### src/core/gpio_port_pkg.sv
/*
 * Constants, register map and types for the two-pin general purpose port.
 * Assumes one 10 MHz clock, a synchronous active-high reset and APB access.
 */
package gpio_port_pkg;

    // ----------------------------------------------------------------
    // Register indices; byte address is four times the index
    // ----------------------------------------------------------------
    localparam logic [5:0] DATA_LATCH_INDEX = 6'h04;
    localparam logic [5:0] PULLUP_INDEX     = 6'h05;
    localparam logic [5:0] DIRECTION_INDEX  = 6'h07;
    localparam int         ADDR_WIDTH       = 8;
    localparam int         INDEX_LSB        = 2;

    // ----------------------------------------------------------------
    // Field layout and reset values
    // ----------------------------------------------------------------
    localparam int         PIN_COUNT        = 2;
    localparam int         REG_WIDTH        = 8;
    localparam logic [7:0] LATCH_RESET      = 8'h00;
    localparam logic [7:0] PULLUP_RESET     = 8'h00;
    localparam logic [7:0] DIRECTION_RESET  = 8'h00;
    localparam logic [31:0] WORD_ZERO       = 32'h0000_0000;

    // ----------------------------------------------------------------
    // Types
    // ----------------------------------------------------------------
    typedef enum logic [1:0] {
        SEL_NONE,
        SEL_DATA,
        SEL_PULLUP,
        SEL_DIRECTION
    } reg_select_type;

    typedef enum logic {
        BUS_IDLE,
        BUS_ANSWER
    } bus_state_type;

endpackage

### src/core/pad_ctrl_if.sv
/*
 * Carrier between the port core and its pad control cell.
 * Assumes both ends share the port width.
 */
`timescale 1ns/1ps
interface pad_ctrl_if #(
    parameter int WIDTH = 2
);
    // Configuration from the core
    logic [WIDTH-1:0] dirBits;
    logic [WIDTH-1:0] latchBits;
    logic [WIDTH-1:0] pullBits;
    logic             rxBlock;
    // Pad controls back to the core
    logic [WIDTH-1:0] driveEn;
    logic [WIDTH-1:0] driveVal;
    logic [WIDTH-1:0] pullOn;

    modport core (
        output dirBits, latchBits, pullBits, rxBlock,
        input  driveEn, driveVal, pullOn
    );
    modport pad (
        input  dirBits, latchBits, pullBits, rxBlock,
        output driveEn, driveVal, pullOn
    );
endinterface

### src/core/pin_pad_cell.sv
/*
 * Per-pin driver, value and pull-up decisions for the port pins.
 * Assumes the core registers every result before it reaches a pin.
 */
`timescale 1ns/1ps
module pin_pad_cell #(
    parameter int WIDTH = 2
) (
    // Pad control carrier
    pad_ctrl_if.pad pads
);

    // ----------------------------------------------------------------
    // One decision cell per pin
    // ----------------------------------------------------------------
    genvar i;
    generate
        for (i = 0; i < WIDTH; i++) begin : g_pin
            // Driver on only for outputs while receiver is off
            assign pads.driveEn[i]  = pads.dirBits[i] & ~pads.rxBlock;
            // Output value is the latch, parked low when undriven
            assign pads.driveVal[i] = pads.latchBits[i] & pads.dirBits[i]
                                      & ~pads.rxBlock;
            // Pull-up only on inputs, never while receiver owns pin
            assign pads.pullOn[i]   = pads.pullBits[i] & ~pads.dirBits[i]
                                      & ~pads.rxBlock;
        end
    endgenerate

endmodule

### src/core/two_bit_gpio_port_b.sv
/*
 * Two-pin general purpose port with data latch, direction and pull-up
 * registers behind an APB slave.
 * Assumes pin inputs already synchronous to ref_clk, the pad ring
 * resolving the pin from output, enable and pull-up, and the low
 * power controller giving the stop mode levels.
 */
`timescale 1ns/1ps
module two_bit_gpio_port_b #(
    parameter int WIDTH = gpio_port_pkg::PIN_COUNT
) (
    // Clock and reset
    input  wire logic                 ref_clk,
    input  wire logic                 rst,
    // APB slave
    input  wire logic                 psel,
    input  wire logic                 penable,
    input  wire logic                 pwrite,
    input  wire logic [7:0]           paddr,
    input  wire logic [31:0]          pwdata,
    output logic      [31:0]          prdata,
    output logic                      pready,
    output logic                      pslverr,
    // Port pins
    input  wire logic [WIDTH-1:0]     pinIn,
    output logic      [WIDTH-1:0]     pinOut,
    output logic      [WIDTH-1:0]     pinOe,
    output logic      [WIDTH-1:0]     pullupOn,
    // Shared receiver and stop modes
    input  wire logic                 lowFreqReceiverEn,
    input  wire logic                 stopPoweredOff,
    input  wire logic                 stopStateRetained
);

    // ----------------------------------------------------------------
    // Elaboration check
    // ----------------------------------------------------------------
    generate
        if (WIDTH < 1 || WIDTH > gpio_port_pkg::REG_WIDTH) begin : g_bad
            $error("Port width must be 1 to 8");
        end
    endgenerate

    // ----------------------------------------------------------------
    // State
    // ----------------------------------------------------------------
    typedef struct packed {
        logic [WIDTH-1:0]            latch;
        logic [WIDTH-1:0]            dir;
        logic [WIDTH-1:0]            pull;
        logic [WIDTH-1:0]            sample;
        logic [WIDTH-1:0]            pinOut;
        logic [WIDTH-1:0]            pinOe;
        logic [WIDTH-1:0]            pullupOn;
        logic [31:0]                 prdata;
        logic                        pready;
        logic                        pslverr;
        gpio_port_pkg::bus_state_type bus;
    } state_type;

    state_type st;
    state_type next_st;
    state_type resetState;

    gpio_port_pkg::reg_select_type sel;
    logic                          writeTaken;
    logic                          readTaken;

    pad_ctrl_if #(.WIDTH(WIDTH)) pads ();

    // ----------------------------------------------------------------
    // Address decode
    // ----------------------------------------------------------------
    // Word-aligned index to register select
    function automatic gpio_port_pkg::reg_select_type regSelect(
        input logic [7:0] addr
    );
        gpio_port_pkg::reg_select_type s;
        s = gpio_port_pkg::SEL_NONE;
        if (addr[1:0] == 2'h0) begin
            case (addr[7:gpio_port_pkg::INDEX_LSB])
                gpio_port_pkg::DATA_LATCH_INDEX: s = gpio_port_pkg::SEL_DATA;
                gpio_port_pkg::PULLUP_INDEX:     s = gpio_port_pkg::SEL_PULLUP;
                gpio_port_pkg::DIRECTION_INDEX:
                    s = gpio_port_pkg::SEL_DIRECTION;
                default:                         s = gpio_port_pkg::SEL_NONE;
            endcase
        end
        return s;
    endfunction

    // Decode and the edge on which a transfer completes
    assign sel        = regSelect(paddr);
    assign writeTaken = psel && penable && st.pready && pwrite;
    assign readTaken  = psel && penable && st.pready && !pwrite;

    // ----------------------------------------------------------------
    // Pad control cell
    // ----------------------------------------------------------------
    // Configuration out to the per-pin cell
    assign pads.dirBits   = st.dir;
    assign pads.latchBits = st.latch;
    assign pads.pullBits  = st.pull;
    assign pads.rxBlock   = lowFreqReceiverEn;

    pin_pad_cell #(
        .WIDTH (WIDTH)
    ) u_pads (
        .pads  (pads.pad)
    );

    // ----------------------------------------------------------------
    // Reset image
    // ----------------------------------------------------------------
    // Latch cleared, all inputs, pull-ups off, bus idle
    always_comb begin
        resetState          = '0;
        resetState.latch    = gpio_port_pkg::LATCH_RESET[WIDTH-1:0];
        resetState.dir      = gpio_port_pkg::DIRECTION_RESET[WIDTH-1:0];
        resetState.pull     = gpio_port_pkg::PULLUP_RESET[WIDTH-1:0];
        resetState.prdata   = gpio_port_pkg::WORD_ZERO;
        resetState.bus      = gpio_port_pkg::BUS_IDLE;
    end

    // ----------------------------------------------------------------
    // Next state
    // ----------------------------------------------------------------
    // Bus answer, register writes, pin updates, stop and reset
    always_comb begin
        next_st        = st;
        next_st.sample = pinIn;
        case (st.bus)
            gpio_port_pkg::BUS_IDLE: begin
                next_st.pready  = 1'b0;
                next_st.pslverr = 1'b0;
                if (psel && penable) begin
                    next_st.bus     = gpio_port_pkg::BUS_ANSWER;
                    next_st.pready  = 1'b1;
                    next_st.pslverr = (sel == gpio_port_pkg::SEL_NONE);
                    // Upper bits stay zero
                    next_st.prdata  = gpio_port_pkg::WORD_ZERO;
                    if (!pwrite) begin
                        case (sel)
                            gpio_port_pkg::SEL_DATA: begin
                                // Inputs show the pin, outputs the latch
                                next_st.prdata[WIDTH-1:0] =
                                    (st.dir & st.latch)
                                    | (~st.dir & st.sample);
                            end
                            gpio_port_pkg::SEL_PULLUP: begin
                                next_st.prdata[WIDTH-1:0] = st.pull;
                            end
                            gpio_port_pkg::SEL_DIRECTION: begin
                                next_st.prdata[WIDTH-1:0] = st.dir;
                            end
                            default: begin
                                next_st.prdata = gpio_port_pkg::WORD_ZERO;
                            end
                        endcase
                    end
                end
            end
            gpio_port_pkg::BUS_ANSWER: begin
                next_st.bus     = gpio_port_pkg::BUS_IDLE;
                next_st.pready  = 1'b0;
                next_st.pslverr = 1'b0;
                // Writes land only in the low bits; rest is dropped
                if (writeTaken && !stopStateRetained) begin
                    case (sel)
                        gpio_port_pkg::SEL_DATA: begin
                            next_st.latch = pwdata[WIDTH-1:0];
                        end
                        gpio_port_pkg::SEL_PULLUP: begin
                            next_st.pull = pwdata[WIDTH-1:0];
                        end
                        gpio_port_pkg::SEL_DIRECTION: begin
                            next_st.dir = pwdata[WIDTH-1:0];
                        end
                        default: begin
                            next_st.latch = st.latch;
                        end
                    endcase
                end
            end
            default: begin
                next_st.bus = gpio_port_pkg::BUS_IDLE;
            end
        endcase
        // Pins follow the cell unless the retained stop freezes them
        if (!stopStateRetained) begin
            next_st.pinOe    = pads.driveEn;
            next_st.pinOut   = pads.driveVal;
            next_st.pullupOn = pads.pullOn;
        end
        // Register contents lost, pins back to the reset state
        if (stopPoweredOff) begin
            next_st.latch    = resetState.latch;
            next_st.dir      = resetState.dir;
            next_st.pull     = resetState.pull;
            next_st.pinOe    = '0;
            next_st.pinOut   = '0;
            next_st.pullupOn = '0;
        end
        if (rst) begin
            next_st = resetState;
        end
    end

    // Single state register
    always_ff @(posedge ref_clk) begin
        st <= next_st;
    end

    // ----------------------------------------------------------------
    // Outputs
    // ----------------------------------------------------------------
    // All straight from the state register
    assign prdata   = st.prdata;
    assign pready   = st.pready;
    assign pslverr  = st.pslverr;
    assign pinOut   = st.pinOut;
    assign pinOe    = st.pinOe;
    assign pullupOn = st.pullupOn;
endmodule
### config.mk
export PLATFORM = sky130hd
export DESIGN_NAME = two_bit_gpio_port_b
export DESIGN_NICKNAME = d
export VERILOG_FILES = /design/src/core/gpio_port_pkg.sv /design/src/core/pad_ctrl_if.sv /design/src/core/pin_pad_cell.sv /design/src/core/two_bit_gpio_port_b.sv
export SDC_FILE = /design/constraint.sdc
export NUM_CORES = 1
export LEC_CHECK = 0
export BUFFER_PORTS_ARGS = -buffer_cell sky130_fd_sc_hd__buf_2
export CELL_PAD_IN_SITES_DETAIL_PLACEMENT = 1
export CELL_PAD_IN_SITES_GLOBAL_PLACEMENT = 1
export CORE_UTILIZATION = 26
export CTS_BUF_LIST = sky130_fd_sc_hd__clkbuf_2
export CTS_CLUSTER_DIAMETER = 30
export DETAILED_ROUTE_END_ITERATION = 10
export GPL_TIMING_DRIVEN = 1
export HOLD_SLACK_MARGIN = 0.1
export PLACE_DENSITY_LB_ADDON = 0.08
export SLEW_MARGIN = 10
export SYNTH_ARGS = -nofsm -noshare
export SYNTH_HDL_FRONTEND = slang
export SYNTH_SLANG_ARGS = --single-unit
### constraint.sdc
create_clock -name ref_clk -period 1.6 [get_ports ref_clk]
set_input_delay 0.16 -clock ref_clk [delete_from_list [all_inputs] [get_ports ref_clk]]
set_output_delay 0.16 -clock ref_clk [all_outputs]
set_load 0.05 [all_outputs]
After elaboration in Yosys (flattened, before gate mapping)
Cells that the tools add are included.
{"block": "word_totals", "wordCells": 53, "mem_count": 0, "mem_bits_ro": 0, "ram_bits": 0, "latchBits": 0, "reg_bits": 19}
{"block": "op_classes", "n_mul": 0, "add_sub_neg": 0, "eq_ne": 6, "muxes": 6, "reduce_logical": 12, "bitwise": 18, "shift": 0, "n_lt_le_gt_ge": 0, "div_mod_pow": 0}
{"cell": "equality test 6 x 3 -> 1 bit, second input constant", "count": 3}
{"cell": "one-hot mux 2 bit (3 select lines)", "count": 2}
{"cell": "bitwise AND 1 bit", "count": 10}
{"cell": "AND reduction 3 bit", "count": 3}
{"cell": "one-hot mux 3 bit (2 select lines)", "count": 1}
{"cell": "bitwise AND 2 bit", "count": 2}
{"cell": "equality test 2 bit, second input constant", "count": 2}
{"cell": "logical AND 1 bit", "count": 4}
{"cell": "logical NOT 2 bit", "count": 2}
{"cell": "two-way mux 2 bit", "count": 2}
{"cell": "NOT 1 bit", "count": 4}
{"cell": "two-way mux 3 bit", "count": 1}
{"cell": "equality test 2 x 1 -> 1 bit, second input constant", "count": 1}
{"cell": "NOT 2 bit", "count": 1}
{"cell": "bitwise OR 2 bit", "count": 1}
{"cell": "AND reduction 2 bit", "count": 1}
{"cell": "OR reduction 2 bit", "count": 1}
{"cell": "logical NOT 1 bit", "count": 1}

Longest topological paths before layout
{"block": "logic_depth", "ltp_word": 6, "mapped_depth": 5, "mapped_depth_nobuf": 4}

Hierarchy
Synthesis repeated with hierarchy kept, for this count alone.
{"block": "hier_totals", "hier_cells": 126, "hier_area_um2": 1126.1}
{"mod": "two_bit_gpio_port_b", "area_per_inst_um2": 1073.5, "n_inst": 1, "cells_each": 120}
{"mod": "pin_pad_cell", "area_per_inst_um2": 52.6, "n_inst": 1, "cells_each": 6}

Least setup slack after synthesis
Ideal clock, no wire load.
{"block": "synth_timing", "path_type": "register to register", "from": "reg st, in the netlist pready", "to": "reg st, in the netlist pads.dirBits[0]", "synth_period_minus_slack_ns": 1.401, "arrival_ns": 1.273, "setup_time_ns": 0.128, "stages_incl_launch_ff": 5, "slack_ns": 0.199, "path_cell_list": "dfxtp_1 > and3b_1 > nand4_1 > mux2i_1 > nor2_1"}
{"block": "synth_between", "elab_chain_cells": 4}
{"element": "start: declaration", "line": "two_bit_gpio_port_b.sv:61", "source": "state_type st;"}
{"element": "start signal: assignment", "line": "two_bit_gpio_port_b.sv:211", "source": "st <= next_st;"}
{"element": "logical AND 1 bit"}
{"element": "logical AND 1 bit", "line": "two_bit_gpio_port_b.sv:94", "source": "assign writeTaken = psel && penable && st.pready && pwrite;"}
{"element": "logical AND 1 bit", "line": "two_bit_gpio_port_b.sv:168", "source": "if (writeTaken && !stopStateRetained) begin"}
{"element": "AND reduction 3 bit (no line)"}
Every way passes these cells.
A chain may end at the register's enable or synchronous reset.

==> impl_metrics.json <==
{
  "p_per_area_nw_per_um2": 765.1,
  "cts_made_buffers": 3,
  "cp-start-kind": "input pin",
  "grt_overflow": 0,
  "timing.setup.tns_ns": 0,
  "slew_violations": 0,
  "wl_um": 2354,
  "rsz0062_at_grt": "false",
  "synth_warnings": 0,
  "cap_violations": 0,
  "synth.most_common_cell": "buf_4",
  "die-height_um": 66.93,
  "critPathKind": "in -> reg",
  "grt_use_total": 0.1165,
  "root_buffer": "clkbuf_2",
  "hold_buffers": 5,
  "r2r_slack_ns": 0.36,
  "die_w_um": 66.93,
  "rows": 23,
  "syn_avg_cell_area_um2": 8.699,
  "synth_edf_count": 0,
  "post_drt_wl_per_cell_um": 11.71,
  "synth_commonest_cells": "buf_4, dfxtp_1, nor2_1, a21oi_1, mux2i_1",
  "setup_violations": 0,
  "synthTopCellsByArea": "dfxtp_1, buf_4, nor2_1",
  "drc": 0,
  "via_per_inst": 4.194,
  "final_util": 0.2925,
  "r2r_start": "pready",
  "core_area_um2": 4029,
  "vdd_drop_max_mv": 0.3068,
  "cp_max_fo": 5,
  "grt_pass1_wl_um": 3877,
  "finalCriticalPeriod_ns": 1.435,
  "cts_setup_buffers": 0,
  "drtPass1Iterations": 4,
  "status": "finished clean",
  "antenna_left": 0,
  "p_leak_nw": 0.5674,
  "ioPinCount": 90,
  "hold_path.class": "in -> reg",
  "antenna_found_initial": 0,
  "yosysTopAreaCell": "dfxtp_1",
  "crit_start": "rst",
  "grt_max_degree": 14,
  "dieArea_um2": 4479,
  "synthCells": 126,
  "num_vias": 843,
  "fin_skew_ns": 0.01504,
  "dp_hpwl_um": 1844,
  "async_reset_ff_frac": 0,
  "seq_area_frac_synth": 0.3288,
  "yosysUniqueCellTypes": 26,
  "first_iter_violations": 33,
  "worstPathRequired_ns": 1.86,
  "clock-sinks": 18,
  "netlist_area_um2": 1096,
  "cp.arrival_ns": 1.70,
  "port_buffers": 29,
  "cts_tree": "done",
  "min_from": "pwdata[1]",
  "first_global_vias": 836,
  "finalHoldViolations": 0,
  "fin_crit_sh": 0.8970,
  "htreeDepth": 1,
  "insertion_delay_ns": 0.32,
  "cp-end-kind": "flop",
  "areaGrowthSynthToFinish_pct": 7.534,
  "routabilityCongestion": 0.6197,
  "synthFlopType": "dfxtp_1",
  "nNetsFinal": 202,
  "ys_ff_latch": 18,
  "initial_utilization": 0.2720,
  "max_freq_mhz": 696.8,
  "drive_gt1_frac": 0.2450,
  "path_clk_slew_ns": 0.18,
  "antenna_cells": 0,
  "clockBufferDepth": 2,
  "cts-resized-gates": 0,
  "synth_top_area_frac": 0.3288
}
## metrics by stage
stage               hold WS [ns]  power (mW)  std cells  area (µm²)  setup slack [ns]
global route              0.1143      0.9470        201        1179            0.1267
detailed placement        0.3818      0.6987        192        1110            0.2203
CTS                       0.1080      0.9128        201        1179            0.1611
finish                    0.1218      0.9018        201        1179            0.1649
floorplan                 0.2316      0.7153        155        1205            0.1991
global placement          0.3770      0.6959        192        1110            0.2805
## registers in the layout, indices dropped and copies added, names as in the netlist
name / cells
pads.dirBits: 2
pads.latchBits: 2
pads.pullBits: 2
pinOe: 2
pinOut: 2
prdata: 2
pullupOn: 2
st: 2
pready: 1
pslverr: 1
## path summary, 6_finish.rpt
kind | cells after the start | end
setup reg to reg | 3 | prdata[1]
setup / recovery | 5 | prdata[1]
hold / removal | 3 | pads.latchBits[1]
hold reg to reg | 1 | prdata[1]
## cell usage in the layout (no fill, tap or decap)
cell and instances:
nor4b_1 2, nand3_1 4, a22o_1 2, nor4_2 1
clkbuf_2 3, and4b_2 1, nor4bb_1 3, a21oi_1 8
nor4_4 1, or3_4 1, nand2_1 2, nor3b_1 4
inv_1 1, o211ai_1 2, clkinv_1 1, nor2_1 17
and4_1 1, dfxtp_1 18, and3b_1 1, nand4_1 3
dlygate4sd3_1 5, conb_1 30, buf_2 29, nor2b_1 4
mux2i_1 6, or2_2 1
## power by group
part	leakage, nW	switching (mW)	total [mW]	internal [mW]
clock network	0.0140	0.148	0.202	0.0543
logic	0.408	0.205	0.244	0.0387
registers	0.146	0.00211	0.456	0.454
## kinds of logic after synthesis
logic type,share of synthesized area
other cells,0.003421
mux,0.05480
simple gates,0.2671
compound gates,0.06621
flops,0.3288
buf+inv,0.2797
## final cells by class
cell class              instances  area [µm²]
well taps                      50       62.56
multi-input cells              94       538.0
repair buffers                 34       195.2
inverters                       1       3.754
clock buffers                   3       15.01
flip-flops and latches         18       360.3
clock inverters                 1       3.754
fillers                       520        2850
## critical path, stage by stage
cell and delay (ns):
dlygate4sd3_1 0.53, buf_2 0.15, or3_4 0.42, nor4_4 0.28, a22o_1 0.16
## layer usage
metal  track usage  share of wire  vias to the layer above
li1              -              -                      411
met1        0.1365           0.44                      395
met2        0.2058           0.49                       35
met3       0.03596          0.062                        2
met4       0.02394         0.0081                        0
met5             0              0                        -
(Power assumes the default switching activity.)
